**src/hsr_pkg.sv**
```systemverilog
// Constants shared by the host service request front end
package hsr_pkg;

  // ****************************************
  // Register map
  // ****************************************
  localparam logic [7:0] HSR_OFS_CTRL = 8'h00;
  localparam logic [7:0] HSR_OFS_CHARS = 8'h04;
  localparam logic [7:0] HSR_OFS_EVENT = 8'h08;
  localparam logic [7:0] HSR_OFS_USER = 8'h0c;
  localparam logic [7:0] HSR_OFS_STATUS = 8'h10;
  localparam logic [7:0] HSR_OFS_RUN = 8'h14;

  localparam int HSR_CTRL_IEEE = 0;
  localparam int HSR_CTRL_REQEN = 1;
  localparam int HSR_CTRL_TIMA = 2;
  localparam int HSR_CTRL_TIMB = 3;
  localparam int HSR_USER_TASK2 = 8;
  localparam int HSR_RQS_BIT = 6;

  localparam logic [3:0] HSR_CTRL_RST = 4'h2;
  localparam logic [7:0] HSR_RESET_CHAR_RST = 8'h1b;
  localparam logic [7:0] HSR_REQ_CHAR_RST = 8'h05;
  localparam logic [7:0] HSR_ACK_CHAR_RST = 8'h06;

  // ****************************************
  // Status codes
  // ****************************************
  localparam logic [7:0] HSR_CODE_UPLOAD = 8'h01;
  localparam logic [7:0] HSR_CODE_DOWNLOAD = 8'h02;
  localparam logic [7:0] HSR_CODE_CMD_ERR = 8'h03;
  localparam logic [7:0] HSR_CODE_MEM_ERR = 8'h04;
  localparam logic [7:0] HSR_CODE_LINE_T1 = 8'h05;
  localparam logic [7:0] HSR_CODE_LINE_T2 = 8'h06;
  localparam logic [7:0] HSR_CODE_READY = 8'h07;
  localparam logic [7:0] HSR_CODE_USER_T1 = 8'h10;
  localparam logic [7:0] HSR_CODE_USER_T2 = 8'h20;
  localparam logic [7:0] HSR_CODE_XON = 8'h31;
  localparam logic [7:0] HSR_CODE_XOFF = 8'h32;
  localparam logic [7:0] HSR_CODE_EXCEPT = 8'h33;

  localparam logic [7:0] HSR_ERR_SYNTAX = 8'h01;
  localparam logic [7:0] HSR_ERR_BLOCK = 8'h02;

  // ****************************************
  // Command characters
  // ****************************************
  localparam logic [7:0] HSR_CH_HASH = 8'h23;
  localparam logic [7:0] HSR_CH_A = 8'h41;
  localparam logic [7:0] HSR_CH_B = 8'h42;
  localparam logic [7:0] HSR_CH_LF = 8'h0a;
  localparam logic [7:0] HSR_CH_0 = 8'h30;
  localparam logic [7:0] HSR_CH_9 = 8'h39;

endpackage

```
**src/hsr_host_front.sv**
```systemverilog
// Host mode front end: register slave, reset char, run command, requests
`timescale 1ns/1ps
module hsr_host_front
  import hsr_pkg::*;
(
  input wire logic clk,
  input wire logic nrst,
  input wire logic wb_cyc_i,
  input wire logic wb_stb_i,
  input wire logic wb_we_i,
  input wire logic [7:0] wb_adr_i,
  input wire logic [3:0] wb_sel_i,
  input wire logic [31:0] wb_dat_i,
  output logic [31:0] wb_dat_o,
  output logic wb_ack_o,
  input wire logic rx_valid,
  input wire logic [7:0] rx_data,
  input wire logic tx_ready,
  output logic tx_valid,
  output logic [7:0] tx_data,
  input wire logic poll_done,
  output logic poll_req,
  output logic [7:0] poll_byte,
  input wire logic run_done,
  output logic run_start,
  output logic run_task2,
  output logic [15:0] run_prog,
  output logic host_mode
);

  typedef enum logic [2:0] {
    P_IDLE = 3'b000, P_CMD = 3'b001, P_TASK = 3'b010, P_MODE = 3'b011,
    P_NUM = 3'b100, P_SKIP = 3'b101
  } hsr_parse_e;

  function automatic logic hsr_is_err(input logic [7:0] c);
    return c == HSR_CODE_CMD_ERR || c == HSR_CODE_MEM_ERR;
  endfunction

  function automatic logic hsr_is_digit(input logic [7:0] c);
    return c >= HSR_CH_0 && c <= HSR_CH_9;
  endfunction

  // ****************************************
  // Registers and next values
  // ****************************************
  logic [3:0] ctrl_ff, nxt_ctrl;
  logic [7:0] rst_ch_ff, nxt_rst_ch, req_ch_ff, nxt_req_ch;
  logic [7:0] ack_ch_ff, nxt_ack_ch;
  logic host_ff, nxt_host;
  logic pend_ff, nxt_pend, pend_err_ff, nxt_pend_err;
  logic [7:0] pend_code_ff, nxt_pend_code, pend_ecode_ff, nxt_pend_ecode;
  logic [7:0] last_code_ff, nxt_last_code, last_err_ff, nxt_last_err;
  hsr_parse_e p_ff, nxt_p;
  logic [7:0] perr_ff, nxt_perr;
  logic digits_ff, nxt_digits, defer_ff, nxt_defer;
  logic nxt_run_start, nxt_run_task2;
  logic [15:0] nxt_run_prog;
  logic nxt_ack;
  logic [31:0] nxt_dat;

  logic ieee, wr, rd, svc_busy, svc_wait, ack_hit, cmd_ch, reset_hit;
  logic post_v, post_err, start, any_v, any_err;
  logic [7:0] post_code, post_ecode, any_code, any_ecode;

  assign ieee = ctrl_ff[HSR_CTRL_IEEE];
  assign wr = wb_cyc_i & wb_stb_i & wb_we_i & ~wb_ack_o;
  assign rd = wb_cyc_i & wb_stb_i & ~wb_we_i & ~wb_ack_o;
  assign ack_hit = rx_valid & svc_wait & (rx_data == ack_ch_ff);
  assign reset_hit = rx_valid & ~ieee & (rx_data == rst_ch_ff)
                     & (rx_data != ack_ch_ff);
  // Acks never reach the parser; stalled while a request is open
  assign cmd_ch = rx_valid & (rx_data != ack_ch_ff) & ~reset_hit
                  & (ieee | host_ff) & ~svc_busy & ~pend_ff & ~defer_ff;
  assign start = pend_ff & ~svc_busy;

  // ****************************************
  // Command parser
  // ****************************************
  always_comb begin
    nxt_p = p_ff;
    nxt_perr = perr_ff;
    nxt_digits = digits_ff;
    nxt_defer = defer_ff & ~run_done;
    nxt_run_start = 1'b0;
    nxt_run_task2 = run_task2;
    nxt_run_prog = run_prog;
    post_v = 1'b0;
    post_err = 1'b0;
    post_code = HSR_CODE_READY;
    post_ecode = 8'h00;
    if (reset_hit) begin
      nxt_p = P_IDLE;
      post_v = 1'b1;
    end else if (defer_ff && run_done) begin
      post_v = 1'b1;
    end else if (cmd_ch) begin
      unique case (p_ff)
        P_IDLE: nxt_p = (rx_data == HSR_CH_HASH) ? P_CMD : P_IDLE;
        P_CMD: begin
          nxt_p = (rx_data == HSR_CH_B) ? P_TASK : P_SKIP;
          nxt_perr = HSR_ERR_SYNTAX;
        end
        P_TASK: begin
          nxt_p = P_SKIP;
          if (rx_data == HSR_CH_A || rx_data == HSR_CH_B) begin
            nxt_run_task2 = (rx_data == HSR_CH_B);
            nxt_p = P_MODE;
          end
        end
        P_MODE: begin
          nxt_p = P_SKIP;
          nxt_digits = 1'b0;
          nxt_run_prog = 16'h0000;
          if (rx_data == HSR_CH_A) begin
            nxt_p = P_NUM;
          end else if (rx_data == HSR_CH_B) begin
            nxt_perr = HSR_ERR_BLOCK;
          end
        end
        P_NUM: begin
          if (hsr_is_digit(rx_data)) begin
            nxt_digits = 1'b1;
            nxt_run_prog = 16'(run_prog * 16'd10 + 16'(rx_data - HSR_CH_0));
          end else if (rx_data == HSR_CH_LF && digits_ff) begin
            nxt_p = P_IDLE;
            nxt_run_start = 1'b1;
            if (ctrl_ff[HSR_CTRL_TIMA] && ctrl_ff[HSR_CTRL_TIMB]) begin
              nxt_defer = 1'b1;
            end else begin
              post_v = 1'b1;
            end
          end else begin
            nxt_p = (rx_data == HSR_CH_LF) ? P_IDLE : P_SKIP;
            post_v = (rx_data == HSR_CH_LF);
            post_err = 1'b1;
            post_code = HSR_CODE_CMD_ERR;
            post_ecode = HSR_ERR_SYNTAX;
          end
        end
        P_SKIP: begin
          if (rx_data == HSR_CH_LF) begin
            nxt_p = P_IDLE;
            post_v = 1'b1;
            post_err = 1'b1;
            post_code = HSR_CODE_CMD_ERR;
            post_ecode = perr_ff;
          end
        end
        default: nxt_p = P_IDLE;
      endcase
    end
  end

  always_ff @(posedge clk) begin
    if (!nrst) begin
      p_ff <= P_IDLE;
      perr_ff <= 8'h00;
      digits_ff <= 1'b0;
      defer_ff <= 1'b0;
      run_start <= 1'b0;
      run_task2 <= 1'b0;
      run_prog <= 16'h0000;
    end else begin
      p_ff <= nxt_p;
      perr_ff <= nxt_perr;
      digits_ff <= nxt_digits;
      defer_ff <= nxt_defer;
      run_start <= nxt_run_start;
      run_task2 <= nxt_run_task2;
      run_prog <= nxt_run_prog;
    end
  end

  // ****************************************
  // Register slave and pending request
  // ****************************************
  always_comb begin
    nxt_ctrl = ctrl_ff;
    nxt_rst_ch = rst_ch_ff;
    nxt_req_ch = req_ch_ff;
    nxt_ack_ch = ack_ch_ff;
    nxt_host = host_ff | reset_hit | ieee;
    nxt_pend = pend_ff & svc_busy;
    nxt_pend_code = pend_code_ff;
    nxt_pend_err = pend_err_ff;
    nxt_pend_ecode = pend_ecode_ff;
    nxt_last_code = start ? pend_code_ff : last_code_ff;
    nxt_last_err = last_err_ff;
    nxt_ack = wb_cyc_i & wb_stb_i & ~wb_ack_o;
    nxt_dat = 32'h0000_0000;
    any_v = post_v;
    any_err = post_err;
    any_code = post_code;
    any_ecode = post_ecode;
    // Hardware posts win over software posts in the same cycle
    if (!post_v && wr && wb_sel_i[0]) begin
      if (wb_adr_i == HSR_OFS_EVENT) begin
        any_v = 1'b1;
        any_code = wb_dat_i[7:0];
        any_err = hsr_is_err(wb_dat_i[7:0]);
        any_ecode = wb_dat_i[15:8];
      end else if (wb_adr_i == HSR_OFS_USER && wb_dat_i[3:0] != 4'h0) begin
        any_v = 1'b1;
        any_code = (wb_dat_i[HSR_USER_TASK2] ? HSR_CODE_USER_T2
                    : HSR_CODE_USER_T1) | {4'h0, wb_dat_i[3:0]};
      end
    end
    if (any_v && !pend_ff
        && (any_err || (ieee ? (any_code == HSR_CODE_UPLOAD
                                || any_code == HSR_CODE_DOWNLOAD)
                             : ctrl_ff[HSR_CTRL_REQEN]))) begin
      nxt_pend = 1'b1;
      nxt_pend_code = any_code;
      nxt_pend_err = any_err;
      nxt_pend_ecode = any_ecode;
      nxt_last_err = any_err ? any_ecode : last_err_ff;
    end
    if (wr && wb_adr_i == HSR_OFS_CTRL && wb_sel_i[0]) begin
      nxt_ctrl = wb_dat_i[3:0];
    end
    if (wr && wb_adr_i == HSR_OFS_CHARS) begin
      nxt_rst_ch = wb_sel_i[0] ? wb_dat_i[7:0] : rst_ch_ff;
      nxt_req_ch = wb_sel_i[1] ? wb_dat_i[15:8] : req_ch_ff;
      nxt_ack_ch = wb_sel_i[2] ? wb_dat_i[23:16] : ack_ch_ff;
    end
    if (rd) begin
      unique case (wb_adr_i)
        HSR_OFS_CTRL: nxt_dat = {28'h000_0000, ctrl_ff};
        HSR_OFS_CHARS: nxt_dat = {8'h00, ack_ch_ff, req_ch_ff, rst_ch_ff};
        HSR_OFS_STATUS: nxt_dat = {8'h00, last_err_ff, last_code_ff,
          4'h0, defer_ff, svc_busy, pend_ff, host_ff};
        HSR_OFS_RUN: nxt_dat = {15'h0000, run_task2, run_prog};
        default: nxt_dat = 32'h0000_0000;
      endcase
    end
  end

  always_ff @(posedge clk) begin
    if (!nrst) begin
      ctrl_ff <= HSR_CTRL_RST;
      rst_ch_ff <= HSR_RESET_CHAR_RST;
      req_ch_ff <= HSR_REQ_CHAR_RST;
      ack_ch_ff <= HSR_ACK_CHAR_RST;
      host_ff <= 1'b0;
      pend_ff <= 1'b0;
      pend_code_ff <= 8'h00;
      pend_err_ff <= 1'b0;
      pend_ecode_ff <= 8'h00;
      last_code_ff <= 8'h00;
      last_err_ff <= 8'h00;
      wb_ack_o <= 1'b0;
      wb_dat_o <= 32'h0000_0000;
      host_mode <= 1'b0;
    end else begin
      ctrl_ff <= nxt_ctrl;
      rst_ch_ff <= nxt_rst_ch;
      req_ch_ff <= nxt_req_ch;
      ack_ch_ff <= nxt_ack_ch;
      host_ff <= nxt_host;
      pend_ff <= nxt_pend;
      pend_code_ff <= nxt_pend_code;
      pend_err_ff <= nxt_pend_err;
      pend_ecode_ff <= nxt_pend_ecode;
      last_code_ff <= nxt_last_code;
      last_err_ff <= nxt_last_err;
      wb_ack_o <= nxt_ack;
      wb_dat_o <= nxt_dat;
      host_mode <= nxt_host;
    end
  end

  hsr_svc_tx u_svc (
    .clk(clk),
    .nrst(nrst),
    .start(start),
    .code(pend_code_ff),
    .is_err(pend_err_ff),
    .err_code(pend_ecode_ff),
    .ieee(ieee),
    .req_char(req_ch_ff),
    .ack_hit(ack_hit),
    .poll_done(poll_done),
    .tx_ready(tx_ready),
    .busy(svc_busy),
    .waiting(svc_wait),
    .tx_valid(tx_valid),
    .tx_data(tx_data),
    .poll_req(poll_req),
    .poll_byte(poll_byte)
  );
endmodule

```
**src/hsr_svc_tx.sv**
```systemverilog
// Service request sender: character framing, poll wait, ack wait
`timescale 1ns/1ps
module hsr_svc_tx
  import hsr_pkg::*;
(
  input wire logic clk,
  input wire logic nrst,
  input wire logic start,
  input wire logic [7:0] code,
  input wire logic is_err,
  input wire logic [7:0] err_code,
  input wire logic ieee,
  input wire logic [7:0] req_char,
  input wire logic ack_hit,
  input wire logic poll_done,
  input wire logic tx_ready,
  output logic busy,
  output logic waiting,
  output logic tx_valid,
  output logic [7:0] tx_data,
  output logic poll_req,
  output logic [7:0] poll_byte
);

  typedef enum logic [2:0] {
    S_IDLE = 3'b000, S_CHAR = 3'b001, S_STAT = 3'b010, S_CMPL = 3'b011,
    S_ERRC = 3'b100, S_WACK = 3'b101, S_POLL = 3'b110
  } hsr_tx_e;

  hsr_tx_e st_ff, nxt_st;
  logic [7:0] code_ff, nxt_code, ecode_ff, nxt_ecode;
  logic err_ff, nxt_err, ieee_ff, nxt_ieee;
  logic nxt_tx_valid, nxt_poll_req;
  logic [7:0] nxt_tx_data, nxt_poll_byte;
  logic sent;

  assign sent = tx_valid & tx_ready;

  always_comb begin
    nxt_st = st_ff;
    nxt_code = code_ff;
    nxt_ecode = ecode_ff;
    nxt_err = err_ff;
    nxt_ieee = ieee_ff;
    nxt_tx_valid = tx_valid & ~tx_ready;
    nxt_tx_data = tx_data;
    nxt_poll_req = poll_req;
    nxt_poll_byte = poll_byte;
    unique case (st_ff)
      S_IDLE: begin
        if (start) begin
          nxt_code = code;
          nxt_ecode = err_code;
          nxt_err = is_err;
          nxt_ieee = ieee;
          if (ieee) begin
            nxt_st = S_POLL;
            nxt_poll_req = 1'b1;
            nxt_poll_byte = code | 8'(1 << HSR_RQS_BIT);
          end else begin
            nxt_st = S_CHAR;
            nxt_tx_valid = 1'b1;
            nxt_tx_data = req_char;
          end
        end
      end
      S_CHAR: begin
        if (sent) begin
          nxt_st = S_STAT;
          nxt_tx_valid = 1'b1;
          nxt_tx_data = code_ff;
        end
      end
      S_STAT: begin
        if (sent) begin
          nxt_st = S_CMPL;
          nxt_tx_valid = 1'b1;
          nxt_tx_data = ~code_ff;
        end
      end
      S_CMPL: begin
        if (sent) begin
          if (err_ff) begin
            nxt_st = S_ERRC;
            nxt_tx_valid = 1'b1;
            nxt_tx_data = ecode_ff;
          end else begin
            nxt_st = S_WACK;
          end
        end
      end
      S_ERRC: begin
        if (sent) begin
          nxt_st = ieee_ff ? S_IDLE : S_WACK;
        end
      end
      S_WACK: begin
        if (ack_hit) begin
          nxt_st = S_IDLE;
        end
      end
      S_POLL: begin
        if (poll_done) begin
          nxt_poll_req = 1'b0;
          if (err_ff) begin
            nxt_st = S_ERRC;
            nxt_tx_valid = 1'b1;
            nxt_tx_data = ecode_ff;
          end else begin
            nxt_st = S_IDLE;
          end
        end
      end
      default: nxt_st = S_IDLE;
    endcase
  end

  always_ff @(posedge clk) begin
    if (!nrst) begin
      st_ff <= S_IDLE;
      code_ff <= 8'h00;
      ecode_ff <= 8'h00;
      err_ff <= 1'b0;
      ieee_ff <= 1'b0;
      tx_valid <= 1'b0;
      tx_data <= 8'h00;
      poll_req <= 1'b0;
      poll_byte <= 8'h00;
      busy <= 1'b0;
      waiting <= 1'b0;
    end else begin
      st_ff <= nxt_st;
      code_ff <= nxt_code;
      ecode_ff <= nxt_ecode;
      err_ff <= nxt_err;
      ieee_ff <= nxt_ieee;
      tx_valid <= nxt_tx_valid;
      tx_data <= nxt_tx_data;
      poll_req <= nxt_poll_req;
      poll_byte <= nxt_poll_byte;
      busy <= (nxt_st != S_IDLE);
      waiting <= (nxt_st == S_WACK);
    end
  end
endmodule

```
**config.mk**
```make
export PLATFORM = sky130hd
export DESIGN_NAME = hsr_host_front
export DESIGN_NICKNAME = d
export VERILOG_FILES = /design/src/hsr_pkg.sv /design/src/hsr_host_front.sv /design/src/hsr_svc_tx.sv
export SDC_FILE = /design/constraint.sdc
export NUM_CORES = 1
export LEC_CHECK = 0
export BUFFER_PORTS_ARGS = -buffer_cell sky130_fd_sc_hd__buf_4
export CAP_MARGIN = 10
export CORE_UTILIZATION = 57
export CTS_CLUSTER_SIZE = 12
export DETAILED_ROUTE_END_ITERATION = 10
export HOLD_SLACK_MARGIN = 0.08
export PLACE_DENSITY = 0.88
export SKIP_LAST_GASP = 1
export SLEW_MARGIN = 10
export SYNTH_ARGS = -nofsm -noshare
export SYNTH_HDL_FRONTEND = slang
export SYNTH_HIERARCHICAL = 1
export SYNTH_SLANG_ARGS = --single-unit
```
**constraint.sdc**
```tcl
create_clock -name clk -period 4 [get_ports clk]
set_input_delay 0.4 -clock clk [delete_from_list [all_inputs] [get_ports clk]]
set_output_delay 0.4 -clock clk [all_outputs]
set_load 0.02 [all_outputs]
```
; ---- Word level (Yosys, flattened, before mapping)
; Index checks and enable logic that the tools add are counted.
[totals]
reg_bits = 168
out_inout_bits = 70
wordCells = 256
[op_classes]
addsub = 2
n_mul = 1
magnitude_cmp = 2
eq_ne = 40
muxes = 97
n_bitwise = 40
reduce_logical = 43
[ops]
columns = operator, n
row1 = $mux 8, 18
row2 = $pmux 24 s4, 1
row3 = $mux 3, 22
row4 = $mux 1, 42
row5 = $pmux 8 s5, 1
row6 = $pmux 16 s2, 1
row7 = $pmux 8 s2, 2
row8 = $eq 8x4->1 const B, 3
row9 = $and 1x1->1, 22
row10 = $pmux 3 s7, 1
row11 = $eq 3x3->1 const B, 6
row12 = $ne 2x2->1 const B, 9
row13 = $pmux 3 s6, 1
row14 = $add 16x16->16, 1
row15 = $eq 8x2->1 const B, 2
row16 = $eq 8x3->1 const B, 2
row17 = $eq 8x5->1 const B, 2
row18 = $eq 8x7->1 const B, 2
row19 = $eq 8x8->1, 2
row20 = $mul 16x3->15 const B, 1
row21 = $mux 16, 1
row22 = $not 1->1, 13
row23 = $eq 3x2->1 const B, 4
row24 = $logic_and 1x1->1, 12
row25 = other kinds (31), 54

; ---- Longest topological paths before layout
[depth]
depth_word = 23
depth_mapped = 19

; ---- Cells and area by module
; Netlist, hierarchy kept.
[modules_own_cells]
columns = module, instances, cells_each, area_per_inst_um2
row1 = hsr_host_front, 1, 771, 6466.2
row2 = hsr_svc_tx, 1, 263, 2229.6

; ---- Worst setup path before layout
; No wires, ideal clock.
[synth_path]
path_kind = register to register
from = reg run_prog[1]
to = reg run_prog[15]
setup_time_ns = 0.101
arrival_ns = 3.658
t_required_ns = 3.899
setup_slack_ns = 0.241
stages_incl_launch_ff = 19
n_path_buf = 0
cell_sequence = dfxtp_1 -> ha_1 -> ha_1 -> inv_1 -> fa_1 -> nor2b_1 -> o21ai_0 -> a21boi_0 -> o21ai_0 -> a21boi_0 -> nor2_1 -> ha_1 -> and3_1 -> a21oi_1 -> o21ai_0 -> o41ai_1 -> o21ai_0 -> xnor2_1 -> o41ai_1
[synth_between]
elab_chain_len = 4
[synth_lines]
columns = element, line_no
row1 = from (decl), hsr_host_front.sv:27  ; output logic [15:0] run_prog,
row2 = from (signal assigned), hsr_host_front.sv:171  ; run_prog <= nxt_run_prog;
row3 = $mul 16x3->15, hsr_host_front.sv:124  ; nxt_run_prog = 16'(run_prog * 16'd10 + 16'(rx_data - HSR_CH_0));
row4 = $add 16x16->16, hsr_host_front.sv:124
row5 = $mux 16, hsr_host_front.sv:122  ; if (hsr_is_digit(rx_data)) begin
row6 = $pmux 16 s2, hsr_host_front.sv:98  ; unique case (p_ff)
; Every way passes these cells. The select of a mux whose other input is x is not followed.
; A chain may end at the register's enable or synchronous reset.

; ---- Worst setup path after layout
[layout_path]
from = reg run_prog[3]
to = reg run_prog[15]
; The elaborated chain is that of the path after synthesis.

==> reports/results.ini <==
[status]
status=finished with violations
violations=design-rule violations

[finish]
multi_input_area_sq_mm=0.005186
final.fill_count=1139
register_area_sq_mm=0.003084
layout-drive-gt1-share=0.1885
final_cells=1319
final_cell_area_sq_mm=0.01018
nNetsFinal=1225
diodes=0
area_growth_pct=17.02

[global_routing]
grt_max_degree=64
grtUsageTotal=0.3164
grt_pass1_wl_um=39280
grt_pass1_vias=7657
overflow=0
antenna_found_initial=0

[synth]
syn_area_per_cell_sq_um=8.410
synthArstFlopShare=0
seq_area_frac_synth=0.3545
yosys_warnings=6
synth_edf_count=0
yosysUniqueCellTypes=92
synthCells=1034
synthesis.area_sq_mm=0.008696
ys.flop_type=dfxtp_1
synth-seq-cells=154

[critical_path]
endpoint_kind=flop
reg2reg_slack_ns=0.11
cp_data_required_time_ns=4.32
path_max_fanout=5
critPathKind=flop to flop
cp.arrival_ns=4.21
startpoint_type=flop

[timing]
period_minus_slack_ns=3.888
final_max_slew_viol_count=0
finalSetupViolations=0
hold_viol=0
finalCritPeriodShare=0.9719
max_freq_mhz=257.2
hold_slack_ns=0.1909
setup_tns_ns=0
tightest_slew_ns=1.113
max-slew-margin-rel=0.2567
clock_skew_ns=0.005618

[clocking]
cts_buffer_depth=2
root_buffer=clkbuf_16
cts_tree=built
cts.sinks=154
path_clk_slew_ns=0.06
ctsHoldBuffers=0
htree_levels=4
clock_latency_ns=0.43
cts_buffers=17

[drt]
ant_nets=0
drt_iter0_drc=870
routed_wirelength_um=24880
drcViolationCount=7
vias_per_cell=6.290
wl_per_cell_um=18.86
drt-pass1-iter-count=11
vias=8296

[die]
fp.dieH_um=125.5
die_w_um=125.5
ios=131
core_sq_mm=0.01470
core.rowCount=44
start_util=0.5916
dieArea_sq_mm=0.01575

[power]
p_total_w=0.003409
powerDensity_mw_per_mm2=335.0
max-vdd-ir-drop_uv=265.9
p_leak_nw=4.112

[placement]
dp_cells=1285
placed_area_sq_mm=0.009555
post-dp-hpwl_um=17270
gp_congestion=0.9443
io_buffers=113

[worst_hold_path]
hold_path_class=input port to flop

[flow_run]
maxCapViolations=0

==> cells in the final DEF (no fill, tap or decap), drive strengths merged, types with 6 or more instances in the layout <==
cell type	count
mux2i	36
dfxtp	154
or3	6
nand2	164
a21boi	27
conb	8
mux2	12
xor2	15
inv	31
a22oi	17
a21o	9
nand2b	12
nor2b	11
a31oi	8
o21ai	36
nor2	88
a211oi	9
ha	40
clkbuf	20
a21oi	68
and3	6
nor3	15
o22a	6
nand3b	7
nor4	11
buf	130
xnor2	26
nand3	57
==> through the flow <==
stage                     utilization  setup slack, ns
after global routing           0.6923         -0.05777
final                          0.6923           0.1124
after detailed placement       0.6501         -0.05016
after floorplan                     -           0.2412
after CTS                      0.6910          0.01594
after global placement         0.6501           0.1013
==> kinds of logic after synthesis <==
kind of cell               count (synthesis)  synth area share
and+or+nand+nor                          410            0.2314
AOI/OAI and AO/OA                        238            0.1896
DFF                                      154            0.3545
buffers and inverters                     96           0.05324
muxes                                     52           0.06734
adders and majority gates                 42           0.06216
xor gates and xnor gates                  41           0.04130
other                                      1         0.0004312
==> where the power goes <==
| group | switching [W] | total, W | internal [W] | leakage [nW] |
|---|---|---|---|---|
| clock network | 0.000667 | 0.00163 | 0.000959 | 0.288 |
| logic | 0.000142 | 0.000238 | 0.0000959 | 2.58 |
| registers | 0.00000482 | 0.00154 | 0.00154 | 1.24 |
| total | 0.000814 | 0.00341 | 0.00259 | 4.11 |
==> critical path, stage by stage (launching register included) <==
cell      delay [ns]
dfxtp_1         0.31
ha_1            0.29
ha_2            0.20
inv_1           0.06
fa_1            0.41
nor2b_1         0.14
o21ai_1         0.09
a21boi_1        0.18
o21ai_0         0.12
a21boi_1        0.19
nor2_1          0.07
ha_1            0.35
and3_1          0.17
a21oi_1         0.12
o21ai_0         0.16
o41ai_2         0.41
o21ai_1         0.14
xnor2_1         0.13
o41ai_1         0.23
==> sequential cells by signal, summed over array words and instances, names as in the netlist, 2 cells and up <==
| signal | count |
|---|---|
| wb_dat_o | 24 |
| run_prog | 16 |
| ack_ch_ff | 8 |
| last_code_ff | 8 |
| last_err_ff | 8 |
| pend_code_ff | 8 |
| pend_ecode_ff | 8 |
| req_ch_ff | 8 |
| rst_ch_ff | 8 |
| u_svc/code_ff | 8 |
| u_svc/ecode_ff | 8 |
| u_svc/poll_byte | 8 |
| u_svc/tx_data | 8 |
| ctrl_ff | 4 |
| p_ff | 3 |
| u_svc/st_ff | 3 |
| perr_ff | 2 |
==> layer usage <==
| metal | vias up | track usage | wire, um |
|---|---|---|---|
| li1 | 3832 | - | - |
| met1 | 3872 | 0.4065 | 9982 |
| met2 | 499 | 0.4977 | 11170 |
| met3 | 93 | 0.06975 | 2673 |
| met4 | 0 | 0.1657 | 1055 |
| met5 | - | 0 | 0 |
==> Yosys cell counts (all sizes together) (15+ instances only) <==
cell	number	area, sq um
nand2	164	623.1
dfxtp	154	3083
nor2	88	342.8
a21oi	68	344.1
nand3	57	290.3
ha	40	500.5
buf	39	249.0
mux2i	36	360.4
o21ai	36	195.2
clkbuf	29	108.9
a21boi	27	202.7
inv	27	101.4
xnor2	26	227.7
a22oi	17	127.6
nor3	15	75.07
xor2	15	131.4
==> what timing repair did <==
| action | in CTS | in global routing |
|---|---|---|
| cloned | 0 | 0 |
| pin swaps | 0 | 3 |
| resized for setup | 1 | 6 |
| endpoints found under the setup margin | 1 | 3 |
| endpoints found under the hold margin | 0 | 0 |
| setup buffers | 0 | 2 |
==> layout make-up <==
class | count | share of cell area
inverter | 28 | 0.01033
timing repair buffer | 130 | 0.09591
tap | 184 | 0.02262
clock inverter | 12 | 0.01353
clock buffer | 20 | 0.04488
sequential | 154 | 0.3031
multi-input combinational | 791 | 0.5097
==> path summary, 6_finish.rpt <==
kind	to	cells past startpoint	startpoint
worst min-delay path	ack_ch_ff[2]	3	wb_dat_i[18]
worst max register to register	run_prog[15]	18	run_prog[3]
worst max-delay path	run_prog[15]	18	run_prog[3]
worst min register to register	u_svc/poll_byte[0]	2	u_svc/poll_byte[0]
No activity file was read; power rests on OpenSTA's default activity.
